## config.mk

```make
export PLATFORM = sky130hd
export DESIGN_NAME = ext_interrupt_priority_reg
export DESIGN_NICKNAME = d
export VERILOG_FILES = /design/src/design/prio_pkg.sv /design/src/design/ext_interrupt_priority_reg.sv
export SDC_FILE = /design/constraint.sdc
export NUM_CORES = 1
export LEC_CHECK = 0
export ABC_AREA = 0
export BUFFER_PORTS_ARGS = -buffer_cell sky130_fd_sc_hd__buf_2
export CORE_MARGIN = 1
export CORE_UTILIZATION = 47
export DETAILED_ROUTE_END_ITERATION = 16
export PLACE_DENSITY = 0.78
export SYNTH_ARGS = -nofsm -noshare
export SYNTH_HDL_FRONTEND = slang
export SYNTH_SLANG_ARGS = --single-unit
```

## constraint.sdc

```tcl
create_clock -name clk -period 1.42 [get_ports clk]
set_input_delay 0.284 -clock clk [delete_from_list [all_inputs] [get_ports clk]]
set_output_delay 0.284 -clock clk [all_outputs]
set_load 0.005 [all_outputs]
```

## src/design/prio_pkg.sv

```systemverilog
package prio_pkg;

  // Special function register address of the extended priority register
  localparam logic [7:0] EIP_ONE_ADDR = 8'hf6;
  localparam logic [7:0] EIP_ONE_RESET = 8'h00;

  // Field positions inside the register
  localparam int TIMER3_BIT = 7;
  localparam int COMP_B_BIT = 6;
  localparam int COMP_A_BIT = 5;
  localparam int COUNTER_ARRAY_BIT = 4;
  localparam int CONVERSION_DONE_BIT = 3;

  // Register access from the core; read and write strobes can share a cycle
  typedef struct packed {
    logic [7:0] addr;
    logic wr;
    logic rd;
    logic [7:0] wdata;
  } sfr_req_t;

  // Per-source priority levels handed to the arbiter, 1 = high
  typedef struct packed {
    logic timer3;
    logic comparator_b;
    logic comparator_a;
    logic counter_array;
    logic conversion_done;
  } prio_sel_t;

endpackage : prio_pkg

```

## src/design/ext_interrupt_priority_reg.sv

```systemverilog
`timescale 1ns/1ns
module ext_interrupt_priority_reg #(
  parameter int DATA_W = 8
) (
  input wire logic clk,
  input wire logic rst_n,
  input prio_pkg::sfr_req_t req,
  output prio_pkg::prio_sel_t prio,
  output logic [7:0] rdata,
  output logic rvalid
);
  import prio_pkg::*;

  // The core moves one byte per access and the field map is fixed to it,
  // so a narrower width would leave fields off the end of the register
  if (DATA_W != 8 || TIMER3_BIT >= DATA_W) begin : g_bad_width
    $error("DATA_W must be 8 to hold every priority field");
  end

  logic [DATA_W-1:0] eip_r;
  logic [DATA_W-1:0] eip_nxt;
  logic [DATA_W-1:0] rdata_r;
  logic [DATA_W-1:0] rdata_nxt;
  logic rvalid_r;
  logic rvalid_nxt;
  prio_sel_t prio_r;
  prio_sel_t prio_nxt;
  logic hit;

  // Full address compare; neighbouring registers live at other addresses
  // and must never alias onto this one
  assign hit = (req.addr == EIP_ONE_ADDR);

  // Next register contents; all eight bits are writable, bits 2..0 are kept
  // for the sources served elsewhere so software sees what it wrote
  always_comb begin
    eip_nxt = eip_r;
    if (req.wr && hit) begin
      eip_nxt = req.wdata;
    end
    rdata_nxt = rdata_r;
    rvalid_nxt = 1'b0;
    if (req.rd && hit) begin
      rdata_nxt = eip_r; // Read returns value before a same-cycle write
      rvalid_nxt = 1'b1;
    end
    // Decoded from the next value so outputs stay flop-driven and current
    prio_nxt.timer3 = eip_nxt[TIMER3_BIT];
    prio_nxt.comparator_b = eip_nxt[COMP_B_BIT];
    prio_nxt.comparator_a = eip_nxt[COMP_A_BIT];
    prio_nxt.counter_array = eip_nxt[COUNTER_ARRAY_BIT];
    prio_nxt.conversion_done = eip_nxt[CONVERSION_DONE_BIT];
  end

  // State registers, all clear to low priority at reset
  always_ff @(posedge clk or negedge rst_n) begin
    if (!rst_n) begin
      eip_r <= EIP_ONE_RESET;
      rdata_r <= 8'h00;
      rvalid_r <= 1'b0;
      prio_r <= '0;
    end else begin
      eip_r <= eip_nxt;
      rdata_r <= rdata_nxt;
      rvalid_r <= rvalid_nxt;
      prio_r <= prio_nxt;
    end
  end

  assign prio = prio_r;
  assign rdata = rdata_r;
  assign rvalid = rvalid_r;
endmodule : ext_interrupt_priority_reg

```

==> impl_metrics.yaml, run 1 <==
drt:
  drt_iter0_drc: 0
  wire_per_inst_um: 11.9
  drc_errors: 0
  wirelength_um: 1080
  viasPerCell: 5.02
  antenna_left: 0
  vias: 457
  drtPass1Iterations: 1
clock_tree:
  cts_sinks: 17
  htreeDepth: 1
  clk_pin_slew_ns: 0.09
  max-clock-path-buffers: 2
  root_buffer: "clkbuf_4"
  clk_latency_ns: 0.27
  hold_buffers: 1
  ctsResizeCount: 0
  cts_buffers: 3
  cts_tree: "built"
  cts_setup_buffers: 0
run:
  maxCapViolations: 0
placed_design:
  gp_congestion: 0.678
  io_buffers: 33
  pre_cts_slack_ns: 0.105
setup_path:
  required_ns: 1.14
  slowest_delay_ns: 0.40
  path_cells: "buf_2"
  endpoint_kind: "output port"
  crit_path_top_delay_cell: "dfrtp_1"
  crit_fanout: 3
  reg2reg_to: "eip_r[5]"
  rr_worst_depth: 1
  arrival_ns: 0.81
  crit_buf_inv: 1
  timing.rr.start: "eip_r[5]"
  start_kind: "register"
  worstSetupStartpoint: "eip_r[5]"
  critPathTopFamily: "flip-flops"
  path_class: "reg -> out"
  r2r_slack_ns: 0.65
global_routing:
  antenna_found_initial: 0
  grt_pass1_wl_um: 1640
  grt_pass1_vias: 404
  grt_use_total_pct: 15.7
  globalRouteOverflowTotal: 0
  grt_max_degree: 18
sta:
  rsz0062_at_grt: "no"
  max_freq_mhz: 917
  skew_ns: 0.000467
  finalCritPeriodShare_pct: 76.8
  period_minus_slack_ns: 1.09
  max_slew_margin_pct: 75.8
  slew_viol_final: 0
  tns_ns: 0
  setup_violations: 0
  fin_ws_ns: 0.329
  finalHoldViolCount: 0
  whs_ns: 0.235
  worst_pin_slew_ns: 0.363
yosys:
  synth_seq_cells: 17
  syn_area_sq_um: 704
  ys.warnings.count: 0
  synth_mux_area_share_pct: 25.6
  synth-adder-area-share_pct: 0
  ys_seq_area_share_pct: 60.4
  syn_avg_cell_area_sq_um: 16.4
  synth_top_family_by_area: "multiplexers"
  synth_compound_area_share_pct: 0
  synth_xor_area_share_pct: 0
  yosys.area_share.simple_pct: 8.17
  syn_inst: 43
  synth_cell_types: 6
  syn_nets: 63
floorplanning:
  fp.dieH_um: 40.7
  die-area_sq_um: 1660
  initial_core_util_pct: 52.2
  core_area_sq_um: 1350
  rows: 13
  io_pins: 34
  die_w_um: 40.7
pwr:
  power.density_nw_per_um2: 910
  p_comb_share_pct: 7.6
  max-vdd-ir-drop_mv: 0.664
  clockPowerShare_pct: 30.2
  p_int_w: 0.000640
  p_leak_nw: 0.525
  fin_total_pwr_w: 0.000807
  p_sw_w: 0.000167
  swShare_pct: 20.6
  power_frac_seq_pct: 62.2
finish:
  layout_commonest_cell: "buf_2"
  layout.nets: 97
  n_antenna_cell: 0
  final_cell_mix: "buf_2 (33), dfrtp_1 (17), mux2_2 (16)"
  drive_gt1_share_pct: 73.7
  synthToLayoutAreaGrowth_pct: 25.9
min_path:
  hold_class: "in -> reg"
  hp-start: "req[6]"
  min_to: "eip_r[6]"
  hold_path_depth: 2
outcome:
  status: "finished clean"
==> registers in the layout (all words and copies together), names as in the netlist <==
register,cells
rvalid,1
rdata,8
eip_r,8
==> per-layer routing <==
layer  routed length, um  vias up  global-route usage [%]
li1                    -      213                       -
met1                 463      218                    17.8
met2                 527       24                    26.2
met3                  86        2                    5.43
met4                   7        0                    7.50
met5                   0        -                       0
==> cell usage after synthesis <==
master | instances | share of area [%]
and4b_2 | 2 | 3.2
buf_4 | 5 | 5.3
dfrtp_1 | 17 | 60
inv_1 | 1 | 0.53
mux2_2 | 16 | 26
nand3_4 | 2 | 5.0
==> area by class of cell <==
type	instances	area, sq um
sequential	17	425
tap	15	18.8
clock buffer	4	26.3
fill	113	463
timing repair buffer	34	175
multi-input combinational	20	238
inverter	1	3.75
==> power by group through the flow <==
stage / logic [W] / registers [W] / clock network (W)
floorplan: 0.0000258 / 0.000510 / 0
global placement: 0.0000593 / 0.000512 / 0
detailed placement: 0.0000615 / 0.000512 / 0
CTS: 0.0000636 / 0.000502 / 0.000259
global route: 0.0000694 / 0.000504 / 0.000280
finish: 0.0000615 / 0.000502 / 0.000243
==> cells by family (layout without fill, tap and decap cells) <==
logic type             Yosys count  count (layout)
and+or+nand+nor                  4               4
buffers and inverters            6              39
DFF                             17              17
muxes                           16              16
==> how the worst max path moves through the flow <==
stage               end  slack, ns  depth (start not counted)
2_1_floorplan  rdata[0]       0.28                          3
3_3_place_gp   rdata[6]       0.12                          4
3_5_place_dp   rdata[1]       0.10                          4
4_1_cts         prio[1]       0.31                          1
5_1_grt         prio[2]       0.28                          1
6_report        prio[2]       0.33                          1
==> per-stage QoR <==
stage	util [%]	cell area, sq um	instances
after floorplan	-	704	43
after global placement	63.0	851	86
after detailed placement	63.0	851	86
after CTS	65.7	887	91
after global routing	65.7	887	91
final	65.7	887	91
Power figures use the tool's default switching activity.
==> inputs of run 2 (changes only) <==
ABC_AREA = 1   (was 0)
CORE_UTILIZATION = 41   (was 47)
PLACE_DENSITY = 0.7   (was 0.78)
clock period = 1 ns   (was 1.42 ns; I/O delays follow)
==> impl_metrics.yaml, run 2 <==
outcome:
  status: "complete, but fails checks"
  violations: "negative setup slack"
setup_path:
  crit_fanout: 2
  path_cells: "buf_2"
  start_kind: "register"
  required_ns: 0.80
  critPathTopFamily: "flip-flops"
  crit_buf_inv: 1
  r2r_slack_ns: 0.10
  arrival_ns: 0.83
  path_class: "reg -> out"
  slowest_delay_ns: 0.40
  crit_path_top_delay_cell: "dfrtp_1"
  endpoint_kind: "output port"
finish:
  synthToLayoutAreaGrowth_pct: 39.4
  fin_cells: 161
  fillers: 162
  drive_gt1_share_pct: 46.3
  layout.nets: 157
  n_antenna_cell: 0
  final_cell_mix: "nand2_1 (35), buf_2 (33), buf_4 (20)"
  layout_commonest_cell: "nand2_1"
clock_tree:
  clk_latency_ns: 0.29
  htreeDepth: 1
  root_buffer: "clkbuf_4"
  ctsResizeCount: 0
  max-clock-path-buffers: 2
  cts_tree: "built"
  clk_pin_slew_ns: 0.10
  cts_buffers: 3
  cts_sinks: 17
drt:
  vias: 756
  drc_errors: 0
  wire_per_inst_um: 11.0
  viasPerCell: 4.70
  drtPass1Iterations: 4
  wirelength_um: 1770
  drt_iter0_drc: 21
  antenna_left: 0
sta:
  worst_pin_slew_ns: 0.363
  finalCritPeriodShare_pct: 103
  skew_ns: 0.00536
  period_minus_slack_ns: 1.03
  max_freq_mhz: 974
  max_slew_margin_pct: 75.8
  slew_viol_final: 0
  rsz0062_at_grt: "yes"
  setup_violations: 5
  fin_ws_ns: -0.0264
  finalHoldViolCount: 0
yosys:
  syn_area_sq_um: 797
  netlist.area_leader.share_pct: 53.4
  syn_inst: 87
  synth_common_cells: "nand2_1 (35), dfrtp_1 (17), nand4_1 (16)"
  synth_edf_count: 0
  ys_seq_area_share_pct: 53.4
  async_flop_share_pct: 100
  syn_nets: 107
  yosysMostFrequentCell: "nand2_1"
  synth_seq_cells: 17
  synth_cell_types: 13
  synthTopCellsByArea: "dfrtp_1 (53%), nand2_1 (16%), nand4_1 (13%)"
  yosys.area.top_type: "dfrtp_1"
  syn_avg_cell_area_sq_um: 9.16
  ys.warnings.count: 0
  ys.flop_type: "dfrtp_1"
pwr:
  fin_total_pwr_w: 0.00123
  max-vdd-ir-drop_mv: 0.897
  p_leak_nw: 0.681
  power.density_nw_per_um2: 1100
run:
  maxCapViolations: 0
placed_design:
  placedCellCount: 140
  pre_cts_slack_ns: -0.0227
  io_buffers: 33
  gp_congestion: 0.793
  dpl.hpwl_um: 1250
floorplanning:
  io_pins: 34
  fp.dieH_um: 46.1
  die-area_sq_um: 2120
  core_area_sq_um: 1780
  initial_core_util_pct: 44.7
  die_w_um: 46.1
  rows: 15
global_routing:
  antenna_found_initial: 0
  grt_pass1_vias: 650
  grt-busiest-layer: "met2"
  use_met2_pct: 32.7
  globalRouteOverflowTotal: 0
  grt_pass1_wl_um: 2840
  grt_max_degree: 18
  grt_use_total_pct: 19.4
  use_met3_pct: 3.53
  met1_usage_pct: 23.3
min_path:
  hold_class: "in -> reg"
## run 2: changes by cell type after synthesis, sizes merged
cell	before	now
and3	0	1
and4b	2	0
buf	5	9
inv	1	2
mux2	16	0
nand2	0	36
nand4	0	16
nor2	0	4
## run 2: logic make-up after synthesis
group	count (synthesis)	synth area share (%)
AND/OR/NAND/NOR	59	36.9
flip-flops	17	53.4
buffers and inverters	11	9.73
## run 2: cell type report
type | instances | area, sq um | share of cell area [%]
timing repair buffer | 54 | 325 | 29.3
multi-input combinational | 59 | 294 | 26.5
clock buffer | 3 | 22.5 | 2.03
clock inverter | 1 | 5.00 | 0.450
tap | 25 | 31.3 | 2.82
inverter | 2 | 7.51 | 0.676
sequential | 17 | 425 | 38.3
## run 2: stage by stage
stage               cell area, sq um  hold slack [ns]  util (%)  TNS [ns]
floorplan                        797          -0.0956         -         0
global placement                 953            0.136      53.5         0
detailed placement               953            0.139      53.5   -0.0655
CTS                             1070            0.138      59.8    -0.165
global route                    1110            0.157      62.3    -0.499
finish                          1110            0.150      62.3   -0.0537
## run 2: report_power, final
part	switching (W)	internal, W
registers	0.00000864	0.000704
logic	0.0000772	0.0000705
clock network	0.000217	0.000149
total	0.000303	0.000923
## run 2: path summary, 6_finish.rpt
| path | depth (start not counted) | endpoint | from |
|---|---|---|---|
| min in group asynchronous | 2 | rdata[5] | rst_n |
| worst min register to register | 2 | rdata[2] | rdata[2] |
| worst max register to register | 4 | rdata[5] | eip_r[5] |
| max in group asynchronous | 2 | rdata[2] | rst_n |
| worst max-delay path | 1 | prio[0] | eip_r[3] |
| worst min-delay path | 3 | eip_r[0] | req[0] |
## run 2: routing by layer
metal	wire [um]	up-vias
met5	0	-
met4	25	0
met3	68	2
met2	938	26
met1	740	335
li1	-	393
## run 2: what timing repair did
item / CTS / global route
endpoints found under the hold margin: 17 / 0
hold buffers: 1 / 0
endpoints found under the setup margin: 13 / 14
setup buffers: 10 / 6
